[src/cfe_params.svh]
// constants for the condition flag evaluator
`ifndef CFE_PARAMS_SVH
`define CFE_PARAMS_SVH
`define CFE_PC_STEP_WIDE   32'h0000_0004
`define CFE_PC_STEP_NARROW 32'h0000_0002
`define CFE_ALIGN_MASK     32'hFFFF_FFFD
`define CFE_FLAG_N         3
`define CFE_FLAG_Z         2
`define CFE_FLAG_C         1
`define CFE_FLAG_V         0
`define CFE_MSB            31
`define CFE_ADDR_FLAGS     2'h0
`define CFE_ADDR_CTRL      2'h1
`define CFE_FLAGS_RST      4'h0
`define CFE_CTRL_RST       1'h0
`define CFE_ZERO_WORD      32'h0000_0000
`endif

[src/cfe_pkg.sv]
// types shared by the condition flag evaluator modules
package cfe_pkg;
  typedef enum logic [3:0] {
    CFE_COND_ZERO_SET       = 4'h0,
    CFE_COND_ZERO_CLEAR     = 4'h1,
    CFE_COND_UNS_HIGHER_SAME = 4'h2,
    CFE_COND_CARRY_CLEAR    = 4'h3,
    CFE_COND_NEGATIVE_SET   = 4'h4,
    CFE_COND_POSITIVE_ZERO  = 4'h5,
    CFE_COND_OVERFLOW_SET   = 4'h6,
    CFE_COND_OVERFLOW_CLEAR = 4'h7,
    CFE_COND_UNS_ABOVE      = 4'h8,
    CFE_COND_UNS_AT_MOST    = 4'h9,
    CFE_COND_SIGNED_AT_LEAST = 4'hA,
    CFE_COND_SIGNED_UNDER   = 4'hB,
    CFE_COND_SIGNED_ABOVE   = 4'hC,
    CFE_COND_SIGNED_AT_MOST = 4'hD,
    CFE_COND_EVERY_TIME     = 4'hE,
    CFE_COND_SPARE          = 4'hF
  } cfe_cond_t;

  typedef enum logic [2:0] {
    CFE_OP_ADD  = 3'h0,
    CFE_OP_SUB  = 3'h1,
    CFE_OP_CMP  = 3'h2,
    CFE_OP_AND  = 3'h3,
    CFE_OP_ORR  = 3'h4,
    CFE_OP_EOR  = 3'h5,
    CFE_OP_MOV  = 3'h6,
    CFE_OP_PASS = 3'h7
  } cfe_op_t;
endpackage : cfe_pkg

[src/cfe_cond_if.sv]
// carrier between the flag unit and its condition judge
`timescale 1ns/1ps
interface cfe_cond_if;
  import cfe_pkg::*;
  cfe_cond_t  cond;
  logic [3:0] flags;
  logic       pass;
  modport judge (input cond, input flags, output pass);
  modport user (output cond, output flags, input pass);
endinterface : cfe_cond_if

[src/cfe_flag_unit.sv]
// condition flag evaluator: flags, condition gating and pc base
// Behaviour
// - direct branches use pc plus four unaligned
// - other labels: pc plus four, bit1 cleared
// - flags not updated keep previous value
// - failed condition: no write, flags, exception
// - negative result sets msb flag, else clear
// - zero result sets null flag, else clear
// - carry from add, nonnegative subtract, shifter
// - signed overflow of add, subtract, compare
// - flags update only with set suffix, except compares, which update without it
// - non-branch conditions only inside if-then block
// - single flag conditions test z n v
// - unsigned conditions test carry and zero
// - signed conditions compare sign and overflow
// - missing condition means always true
// - narrow and wide encodings behave alike except the sequential pc step (two or four)
`timescale 1ns/1ps
`include "cfe_params.svh"
module cfe_flag_unit
  import cfe_pkg::*;
#(
  parameter int ADDR_W = 2
) (
  // clock, reset, enable
  input  wire logic              clk,
  input  wire logic              rst_n,
  input  wire logic              clk_en,
  // decoded instruction
  input  wire logic              dec_valid,
  input  wire logic [31:0]       dec_pc,
  input  wire logic              dec_wide,
  input  wire logic [3:0]        dec_cond,
  input  wire logic              dec_in_it,
  input  wire logic              dec_is_branch,
  input  wire logic              dec_direct_br,
  input  wire logic [31:0]       dec_offset,
  input  wire logic [2:0]        dec_op,
  input  wire logic              dec_set_flags,
  input  wire logic [3:0]        dec_upd_mask,
  input  wire logic [31:0]       dec_opnd_a,
  input  wire logic [31:0]       dec_opnd_b,
  input  wire logic              dec_shc,
  input  wire logic              dec_shc_vld,
  input  wire logic              dec_wr_rd,
  input  wire logic              dec_exc,
  // register port
  input  wire logic [ADDR_W-1:0] reg_addr,
  input  wire logic [31:0]       reg_wdata,
  input  wire logic              reg_wr,
  input  wire logic              reg_rd,
  output logic      [31:0]       reg_rdata,
  // execute results
  output logic                   ex_valid,
  output logic                   ex_exec,
  output logic      [31:0]       ex_result,
  output logic                   ex_wr_en,
  output logic                   ex_exc,
  output logic                   ex_undef,
  output logic      [31:0]       ex_label_base,
  output logic      [31:0]       ex_target,
  output logic      [31:0]       ex_next_pc,
  output logic      [3:0]        app_status_word
);
  logic [3:0]  flags_reg, flags_next;
  logic        ctrl_strict_reg;
  logic [31:0] rdata_reg, rdata_next;
  logic        ex_valid_reg, ex_exec_reg, ex_wr_en_reg;
  logic        ex_exc_reg, ex_undef_reg;
  logic [31:0] ex_result_reg, ex_base_reg, ex_target_reg, ex_npc_reg;

  cfe_op_t op;
  assign op = cfe_op_t'(dec_op);

  // ---------------- register port decode ----------------
  wire flags_sel   = (reg_addr == ADDR_W'(`CFE_ADDR_FLAGS));
  wire ctrl_sel    = (reg_addr == ADDR_W'(`CFE_ADDR_CTRL));
  wire bus_flag_wr = reg_wr && flags_sel;
  wire bus_ctrl_wr = reg_wr && ctrl_sel;
  wire [31:0] flags_word = {28'h000_0000, flags_reg};
  wire [31:0] ctrl_word  = {31'h0000_0000, ctrl_strict_reg};
  wire [31:0] rd_mux = flags_sel ? flags_word
                     : ctrl_sel  ? ctrl_word
                     : `CFE_ZERO_WORD;
  // read data stand in the cycle after the strobe only
  assign rdata_next = reg_rd ? rd_mux : `CFE_ZERO_WORD;

  // ---------------- condition gating ----------------
  // outside an if-then block a non-branch is unconditional
  wire outside_it = !dec_is_branch && !dec_in_it;
  wire cond_given = (dec_cond != CFE_COND_EVERY_TIME);
  // strict mode flags a stray condition instead of ignoring it
  wire undef_w = outside_it && cond_given && ctrl_strict_reg;
  wire cfe_cond_t cond_eff = outside_it ? CFE_COND_EVERY_TIME
                                        : cfe_cond_t'(dec_cond);

  cfe_cond_if cif ();
  assign cif.cond  = cond_eff;
  // one-cycle execute, so flags_reg already holds the last update
  assign cif.flags = flags_reg;

  cfe_cond_judge u_judge (
    .clk   (clk),
    .rst_n (rst_n),
    .cif   (cif)
  );

  wire pass_w = cif.pass && !undef_w;
  wire live_w = dec_valid && pass_w;

  // ---------------- arithmetic ----------------
  wire [32:0] sum33  = {1'b0, dec_opnd_a} + {1'b0, dec_opnd_b};
  wire [32:0] diff33 = {1'b0, dec_opnd_a} - {1'b0, dec_opnd_b};
  wire is_add   = (op == CFE_OP_ADD);
  wire is_sub   = (op == CFE_OP_SUB) || (op == CFE_OP_CMP);
  wire is_arith = is_add || is_sub;
  wire is_logic = (op == CFE_OP_AND) || (op == CFE_OP_ORR)
               || (op == CFE_OP_EOR) || (op == CFE_OP_MOV);

  wire [31:0] alu_res =
      is_add              ? sum33[31:0]
    : is_sub              ? diff33[31:0]
    : (op == CFE_OP_AND)  ? (dec_opnd_a & dec_opnd_b)
    : (op == CFE_OP_ORR)  ? (dec_opnd_a | dec_opnd_b)
    : (op == CFE_OP_EOR)  ? (dec_opnd_a ^ dec_opnd_b)
    : dec_opnd_b;

  wire a_msb = dec_opnd_a[`CFE_MSB];
  wire b_msb = dec_opnd_b[`CFE_MSB];
  wire r_msb = alu_res[`CFE_MSB];

  wire n_new = r_msb;
  wire z_new = (alu_res == `CFE_ZERO_WORD);
  // carry sources; subtract carry means no borrow
  wire c_new = is_add ? sum33[32]
             : is_sub ? !diff33[32]
             : dec_shc;
  wire c_src = is_arith || (is_logic && dec_shc_vld);
  // signed result beyond the 32-bit range
  wire v_new = is_add ? ((a_msb == b_msb) && (r_msb != a_msb))
                      : ((a_msb != b_msb) && (r_msb != a_msb));

  // compares set flags without the suffix, others need it
  wire set_w = dec_set_flags || (op == CFE_OP_CMP);
  wire [3:0] new_flags = {n_new, z_new, c_new, v_new};
  wire [3:0] can_upd   = {1'b1, 1'b1, c_src, is_arith};
  // a failed condition leaves all flags alone
  wire [3:0] upd_w = dec_upd_mask & can_upd & {4{live_w && set_w}};

  // untouched flags keep their value; hardware beats software
  wire [3:0] base_flags = bus_flag_wr ? reg_wdata[3:0] : flags_reg;
  assign flags_next = (new_flags & upd_w) | (base_flags & ~upd_w);

  // ---------------- pc base ----------------
  wire [31:0] pc_plus4 = dec_pc + `CFE_PC_STEP_WIDE;
  // direct branches take pc plus four as is
  // other labels clear bit one for word alignment
  wire [31:0] label_base = dec_direct_br ? pc_plus4
                                         : (pc_plus4 & `CFE_ALIGN_MASK);
  // width changes only the sequential step
  wire [31:0] next_pc = dec_pc + (dec_wide ? `CFE_PC_STEP_WIDE
                                           : `CFE_PC_STEP_NARROW);

  // ---------------- state ----------------
  always_ff @(posedge clk or negedge rst_n) begin
    if (!rst_n) begin
      flags_reg       <= `CFE_FLAGS_RST;
      ctrl_strict_reg <= `CFE_CTRL_RST;
      rdata_reg       <= `CFE_ZERO_WORD;
    end else if (clk_en) begin
      flags_reg <= flags_next;
      if (bus_ctrl_wr) begin
        ctrl_strict_reg <= reg_wdata[0];
      end
      rdata_reg <= rdata_next;
    end
  end

  // suppressed instruction raises no write or exception
  always_ff @(posedge clk or negedge rst_n) begin
    if (!rst_n) begin
      ex_valid_reg <= 1'b0;
      ex_exec_reg  <= 1'b0;
      ex_wr_en_reg <= 1'b0;
      ex_exc_reg   <= 1'b0;
      ex_undef_reg <= 1'b0;
    end else if (clk_en) begin
      ex_valid_reg <= dec_valid;
      ex_exec_reg  <= live_w;
      ex_wr_en_reg <= live_w && dec_wr_rd && (op != CFE_OP_CMP);
      ex_exc_reg   <= live_w && dec_exc;
      ex_undef_reg <= dec_valid && undef_w;
    end
  end

  always_ff @(posedge clk or negedge rst_n) begin
    if (!rst_n) begin
      ex_result_reg <= `CFE_ZERO_WORD;
      ex_base_reg   <= `CFE_ZERO_WORD;
      ex_target_reg <= `CFE_ZERO_WORD;
      ex_npc_reg    <= `CFE_ZERO_WORD;
    end else if (clk_en && dec_valid) begin
      ex_result_reg <= alu_res;
      ex_base_reg   <= label_base;
      ex_target_reg <= label_base + dec_offset;
      ex_npc_reg    <= next_pc;
    end
  end

  assign reg_rdata       = rdata_reg;
  assign app_status_word = flags_reg;
  assign ex_valid        = ex_valid_reg;
  assign ex_exec         = ex_exec_reg;
  assign ex_result       = ex_result_reg;
  assign ex_wr_en        = ex_wr_en_reg;
  assign ex_exc          = ex_exc_reg;
  assign ex_undef        = ex_undef_reg;
  assign ex_label_base   = ex_base_reg;
  assign ex_target       = ex_target_reg;
  assign ex_next_pc      = ex_npc_reg;

  // ---------------- checks ----------------
  // independent 33-bit signed view for the overflow check
  wire [32:0] s_sum = {a_msb, dec_opnd_a} + {b_msb, dec_opnd_b};
  wire        ovf_chk = s_sum[32] != s_sum[31];
  wire [32:0] s_diff = {a_msb, dec_opnd_a} - {b_msb, dec_opnd_b};
  wire        sub_ovf_chk = s_diff[32] != s_diff[31];
endmodule : cfe_flag_unit

[src/cfe_cond_judge.sv]
// condition code judge against the n z c v flags
`timescale 1ns/1ps
`include "cfe_params.svh"
module cfe_cond_judge
  import cfe_pkg::*;
(
  // assertion clocking only
  input wire logic clk,
  input wire logic rst_n,
  // condition and flags
  cfe_cond_if.judge cif
);
  wire n = cif.flags[`CFE_FLAG_N];
  wire z = cif.flags[`CFE_FLAG_Z];
  wire c = cif.flags[`CFE_FLAG_C];
  wire v = cif.flags[`CFE_FLAG_V];
  wire sgn_eq = (n == v);
  wire [15:0] tests;

  assign tests[CFE_COND_ZERO_SET]       = z;
  assign tests[CFE_COND_ZERO_CLEAR]     = !z;
  assign tests[CFE_COND_NEGATIVE_SET]   = n;
  assign tests[CFE_COND_POSITIVE_ZERO]  = !n;
  assign tests[CFE_COND_OVERFLOW_SET]   = v;
  assign tests[CFE_COND_OVERFLOW_CLEAR] = !v;
  assign tests[CFE_COND_UNS_HIGHER_SAME] = c;
  assign tests[CFE_COND_CARRY_CLEAR]     = !c;
  assign tests[CFE_COND_UNS_ABOVE]       = c && !z;
  assign tests[CFE_COND_UNS_AT_MOST]     = !c || z;
  assign tests[CFE_COND_SIGNED_AT_LEAST] = sgn_eq;
  assign tests[CFE_COND_SIGNED_UNDER]    = !sgn_eq;
  assign tests[CFE_COND_SIGNED_ABOVE]    = !z && sgn_eq;
  assign tests[CFE_COND_SIGNED_AT_MOST]  = z || !sgn_eq;
  // always true; the spare code is treated alike
  assign tests[CFE_COND_EVERY_TIME] = 1'b1;
  assign tests[CFE_COND_SPARE]      = 1'b1;

  assign cif.pass = tests[cif.cond];
endmodule : cfe_cond_judge

[config.mk]
export PLATFORM = sky130hd
export DESIGN_NAME = cfe_flag_unit
export DESIGN_NICKNAME = d
export VERILOG_FILES = /design/src/cfe_pkg.sv /design/src/cfe_cond_if.sv /design/src/cfe_flag_unit.sv /design/src/cfe_cond_judge.sv
export VERILOG_INCLUDE_DIRS = /design/src
export SDC_FILE = /design/constraint.sdc
export NUM_CORES = 1
export LEC_CHECK = 0
export BUFFER_PORTS_ARGS = -buffer_cell sky130_fd_sc_hd__buf_4
export CAP_MARGIN = 20
export CELL_PAD_IN_SITES_DETAIL_PLACEMENT = 1
export CELL_PAD_IN_SITES_GLOBAL_PLACEMENT = 2
export CORE_MARGIN = 3
export CORE_UTILIZATION = 25
export CTS_BUF_LIST = sky130_fd_sc_hd__clkbuf_16
export CTS_CLUSTER_SIZE = 28
export DETAILED_ROUTE_END_ITERATION = 10
export GPL_TIMING_DRIVEN = 0
export PLACE_DENSITY = 0.67
export SETUP_SLACK_MARGIN = 0.15
export SYNTH_ARGS = -nofsm -noshare
export SYNTH_HDL_FRONTEND = slang
export SYNTH_SLANG_ARGS = --single-unit
export TNS_END_PERCENT = 50
[constraint.sdc]
create_clock -name clk -period 4.5 [get_ports clk]
set_input_delay 0.45 -clock clk [delete_from_list [all_inputs] [get_ports clk]]
set_output_delay 0.45 -clock clk [all_outputs]
set_load 0.005 [all_outputs]
==> metrics.csv, run 1 <==
metric,value,unit
synth_top_area_share,24.9,%
power_density,292,nW/µm²
worstPathCellList,buf_4 > buf_2 > clkbuf_1 > clkbuf_1 > clkbuf_1 > nand2_1 > o31ai_1 > a21oi_1 > a2111oi_0 > nand4_1 > nor4_1 > nand4_1 > o31ai_2,
internal_power,3180,µW
hold_slack,0.214,ns
clock-root-buffer,clkbuf_16,
syn_area,14100,µm²
finalNonFillerCells,2991,
drive_gt1_share,19.2,%
rows,86,
die_h,244,µm
dr.pass1.iters,5,
fin_nets,2551,
p_switching,2100,µW
h-tree-depth,4,
yosysWarnings,0,
clock.fmax,233,MHz
cp-end-kind,flip-flop,
antenna_found_initial,2,
placed_area,17400,µm²
final_hold_viol_count,0,
clock-skew-final,0.00767,ns
cts_tree,built,
setup_viol,0,
grt_usage,23.2,%
grt_setup_unrepaired,false,
crit_type,input pin to flip-flop,
synth_cell_types,96,
floorplan.initialDensity,25.5,%
finalCriticalPeriod,4.30,ns
grt_max_degree,89,
arrival,4.65,ns
ys.flop_type,dfrtp_1,
r2r_slack,0.96,ns
numCtsBuffers,17,
die_area,59500,µm²
clkSlewWorstSetupHoldPaths,0.07,ns
cts_sinks,141,
crit_start,dec_op[2],
crit_slowest_cell,clkbuf_1,
io_pins,357,
pwr-share-seq,31.0,%
worstMarginPinSlew,1.05,ns
area_growth,27.8,%
ys_seq_elements,141,
nFillCells,6889,
p_comb_share,40.9,%
grt_pass1_vias,16000,
drv_slew,0,
worstPathRequired,4.84,ns
crit_top_cell,clkbuf_1,
synth_edf_count,0,
swShare,39.8,%
grt_pass1_wl,105000,µm
slew_headroom,29.8,%
hpwlAfterDp,57800,µm
die_w,244,µm
period_share,95.6,%
placed_cells,2955,
routed_wl,70700,µm
grt-ovfl-total,0,
irDropWorstVdd,0.000250,V
dr_total_vias,15400,
numPortBuffers,293,
postSynthCellCount,1886,
ys_top_cells_by_area,"dfrtp_1 (25%), ha_1 (11%), nand2_1 (8.9%)",
synth_most_common_cell,nand2_1,
status,finished clean,
hold_class,input pin to flip-flop,
clk_latency,0.45,ns
drc_errors,0,
maxCapViolations,0,
synth-seq-area-share,24.9,%
clkPwrFrac,28.0,%
gp_congestion,0.912,
ys_top_cells_by_count,"nand2_1 (337), o21ai_0 (169), dfrtp_1 (141), ha_1 (130), nor2_1 (128)",
antenna_left,0,
wl_per_cell,23.6,µm
core_area,55500,µm²
design_area,18100,µm²
p_leak,0.00848,µW
ys_async_sr_fraction,100,%
max_stage_delay,0.77,ns
viasPerCell,5.15,
worstHoldStart,dec_pc[0],
clk_path_buf_depth,2,
drt_iter0_drc,895,
synth_top_cell_by_area,dfrtp_1,
critPathLaunchType,input pin,
post_synth.cell_area_avg,7.50,µm²
crit_fanout,10,
-- worst max-delay path, delay by kind of cell --
family	cells	cell delay [ns]
buf+inv	5	2.28
compound gates	4	1.19
simple gates	4	0.69
-- power groups by stage --
stage / Clock (µW) / Combinational [µW] / Sequential (µW)
2_1_floorplan: 0 / 1070 / 1630
3_3_place_gp: 0 / 2110 / 1660
3_5_place_dp: 0 / 2150 / 1670
4_1_cts: 1510 / 2160 / 1640
5_1_grt: 1570 / 2370 / 1670
6_report: 1480 / 2160 / 1640
-- logic make-up after synthesis --
group	after synthesis	synth area share, %
and+or+nand+nor	677	21.6
DFF	141	24.9
muxes	17	1.26
other	1	0.0265
buffers and inverters	253	7.74
AOI/OAI and AO/OA	569	26.4
xor gates and xnor gates	94	5.92
adders and majority gates	134	12.1
-- layout by cell type (no fill, tap or decap), types with 18 or more instances in the layout --
cell type,synthesis,final
buf_2,23,23
clkbuf_1,66,64
buf_4,29,322
o211ai_1,35,35
a21o_1,33,33
xnor2_1,45,44
conb_1,1,28
nor2_1,128,128
nor2b_1,19,19
nor3_1,34,34
dfrtp_1,141,141
xor2_1,48,47
a211oi_1,20,20
inv_1,121,121
a31oi_1,23,21
o21ai_0,169,169
a21oi_1,112,111
o31ai_1,20,20
nand2_1,337,336
ha_1,130,130
o21bai_1,18,18
nand3_1,43,43
-- metal layers --
metal	routed length, µm	GRT usage (%)	vias up
li1	-	-	7282
met1	32100	30.9	7563
met2	33100	38.9	458
met3	3430	3.39	90
met4	2050	7.04	0
met5	0	0	-
-- stage by stage --
step	setup slack (ns)	total power [µW]	utilization [%]	setup TNS [ns]
after floorplan	0.624	2700	-	0
after global placement	-0.446	3770	31.3	-1.82
after detailed placement	-0.481	3810	31.4	-2.08
after CTS	0.133	5320	32.5	0
after global routing	0.145	5610	32.6	0
final	0.199	5280	32.6	0
-- what timing repair did --
| action | in CTS | in global routing |
|---|---|---|
| setup buffers | 0 | 1 |
| endpoints found under the setup margin | 3 | 9 |
| endpoints found under the hold margin | 49 | 0 |
| resized for setup | 2 | 10 |
| pin swaps | 0 | 1 |
| hold buffers | 1 | 0 |
-- area by class of cell --
class | count | area [µm²] | area share, %
Antenna cell | 1 | 2.50 | 0.0138
Tap cell | 748 | 936 | 5.18
Sequential cell | 141 | 3530 | 19.5
Clock buffer | 17 | 425 | 2.35
Timing Repair Buffer | 297 | 2260 | 12.5
Multi-Input combinational cell | 1519 | 9670 | 53.5
Inverter | 122 | 458 | 2.53
Buffer | 131 | 639 | 3.54
Clock inverter | 15 | 165 | 0.914
-- worst paths after layout --
kind | depth (start not counted) | endpoint
min in group asynchronous | 2 | ex_target[7]
hold / removal | 3 | ex_label_base[0]
hold reg to reg | 2 | ex_target[13]
setup reg to reg | 11 | flip-flop
setup / recovery | 13 | flip-flop
max in group asynchronous | 3 | ex_result[10]
Power figures use the tool's default switching activity.
==> inputs of run 2 (changes only) <==
clock period = 5.6 ns   (was 4.5 ns; I/O delays follow)
==> metrics.csv, run 2 (synthesis results as in run 1) <==
metric,value,unit,change
status,finished clean,,
top_usage_layer,met2,,
numPortBuffers,293,,unchanged
mostFrequentLayoutCells,"nand2_1 (337), buf_4 (321), o21ai_0 (169)",,
grt_usage,23.2,%,about the same
worstPathRequired,5.92,ns,+1.08 ns
nFillCells,6888,,-0.015%
gr-usage-met2,38.9,%,about the same
multi_input_area,9630,µm²,-0.43%
finalNonFillerCells,2989,,-0.067%
placed_cells,2955,,unchanged
max_stage_delay,0.59,ns,-0.18 ns
clkSlewWorstSetupHoldPaths,0.07,ns,about the same
r2r_cells,11,,unchanged
cts_tree,built,,
setup_viol,0,,unchanged
grt_pass1_wl,105000,µm,about the same
finalCriticalPeriod,4.71,ns,
clock-skew-final,0.00774,ns,+0.0000719 ns
viasPerCell,5.13,,-0.30%
clk_path_buf_depth,2,,unchanged
grt_setup_unrepaired,false,,
drv_slew,0,,unchanged
crit_type,input pin to flip-flop,,
critPathLaunchType,input pin,,
die_area,59500,µm²,unchanged
cts_setup_buffers,0,,unchanged
utilization,32.4,%,-0.11 points
wl_per_cell,23.6,µm,about the same
cp-end-kind,flip-flop,,
period_share,84.1,%,
cp_top_family,compound AO/OA/AOI/OAI gates,,
area_growth,27.3,%,
worstPathCellList,clkbuf_1 > and3_1 > and2_0 > and4_1 > clkbuf_1 > nand2_1 > xnor2_1 > ha_1 > a21o_1 > a21oi_1 > o2111ai_1 > a31oi_1 > o21ai_1 > a41oi_1 > or4b_1 > nand3_1,,
use_met3,3.40,%,+0.011 points
irDropWorstVdd,0.000200,V,-20%
fin_nets,2549,,-0.078%
drt_iter0_drc,897,,+0.22%
dr_total_vias,15300,,-0.37%
routed_wl,70700,µm,about the same
cts_sinks,141,,unchanged
rows,86,,unchanged
hold_class,input pin to asynchronous set/reset pin,,
drive_gt1_share,18.8,%,-0.43 points
slew_headroom,29.0,%,-0.76 points
hpwlAfterDp,57800,µm,unchanged
met1_usage,30.8,%,-0.031 points
floorplan.initialDensity,25.5,%,unchanged
post_cts_resize_count,0,,-2
crit_slowest_cell,a31oi_1,,
grt-ovfl-total,0,,unchanged
clk_latency,0.44,ns,about the same
crit_buf_inv,2,,-3
crit_fanout,7,,-3
antenna_left,0,,unchanged
worstMarginPinSlew,1.06,ns,+0.0115 ns
gp_congestion,0.912,,unchanged
seq_area,3530,µm²,unchanged
clock.fmax,212,MHz,
path_depth,16,,+3
final_common_cell,nand2_1,,
total_power,4240,µW,-20%
cts_hold_buffers,0,,-1
arrival,5.03,ns,+0.38 ns
antenna_found_initial,2,,unchanged
grt_max_degree,89,,unchanged
die_w,244,µm,unchanged
die_h,244,µm,unchanged
fin_setup_tns,0,ns,unchanged
final_hold_viol_count,0,,unchanged
p_leak,0.00846,µW,-0.31%
drc_errors,0,,unchanged
io_pins,357,,unchanged
core_area,55500,µm²,unchanged
power_density,236,nW/µm²,-19%
dr.pass1.iters,6,,+1
crit_top_cell,clkbuf_1,,
numCtsBuffers,17,,unchanged
h-tree-depth,4,,unchanged
clock-root-buffer,clkbuf_16,,
grt_pass1_vias,16000,,-0.050%
maxCapViolations,0,,unchanged
==> run 2: cell count changes in the layout (fill, tap and decap cells not counted), moves of 2 or more <==
cell and delta:
a31oi_1 +2, a31oi_2 -2, clkbuf_1 +2, clkbuf_2 -2
==> run 2: layout make-up <==
class / count / area share (%)
tap: 748 / 5.19
buffer: 131 / 3.53
sequential: 141 / 19.6
timing repair buffer: 295 / 12.4
inverter: 122 / 2.54
clock buffer: 17 / 2.36
multi-input combinational: 1519 / 53.4
antenna: 1 / 0.0139
clock inverter: 15 / 0.917
==> run 2: worst register-to-register path: stages (launching register included) <==
cell	delay, ns
dfrtp_1	0.56
xor2_1	0.23
a21oi_1	0.11
a221oi_1	0.28
a2111oi_0	0.17
nor4_2	0.45
o21ai_1	0.16
a2111oi_0	0.63
nand4_1	0.15
nor4_1	0.26
nand4_1	0.16
o31ai_2	0.27
==> run 2: power by group <==
group / switching, µW / internal [µW]
Sequential: 132 / 1190
Combinational: 1030 / 704
Clock: 530 / 663
Total: 1690 / 2550
==> run 2: final timing paths <==
path	startpoint	slack, ns	to
max reg2reg	flip-flop	2.07	flip-flop
max	dec_pc[4]	0.89	ex_target[28]
min reg2reg	ex_target[13]	0.48	ex_target[13]
min in group clk	dec_pc[0]	0.33	ex_label_base[0]
min	rst_n	0.08	ex_target[7]
max in group asynchronous	rst_n	4.68	ex_result[10]
==> run 2: routing by layer <==
layer  vias to the layer above  share of wire [%]  routed length [µm]
met4                         0                2.9                2020
met2                       417                 47               33200
met5                         -                  0                   0
met1                      7557                 46               32300
li1                       7276                  -                   -
met3                        86                4.5                3160
==> run 2: stage by stage <==
stage          setup WS [ns]  instance area [µm²]  hold slack [ns]
6_report               0.891                18000           0.0773
5_1_grt                0.512                18000            0.111
4_1_cts                0.977                18000           0.0929
3_5_place_dp           0.509                17400            0.469
3_3_place_gp           0.544                17400            0.463
2_1_floorplan           1.61                14200            0.264
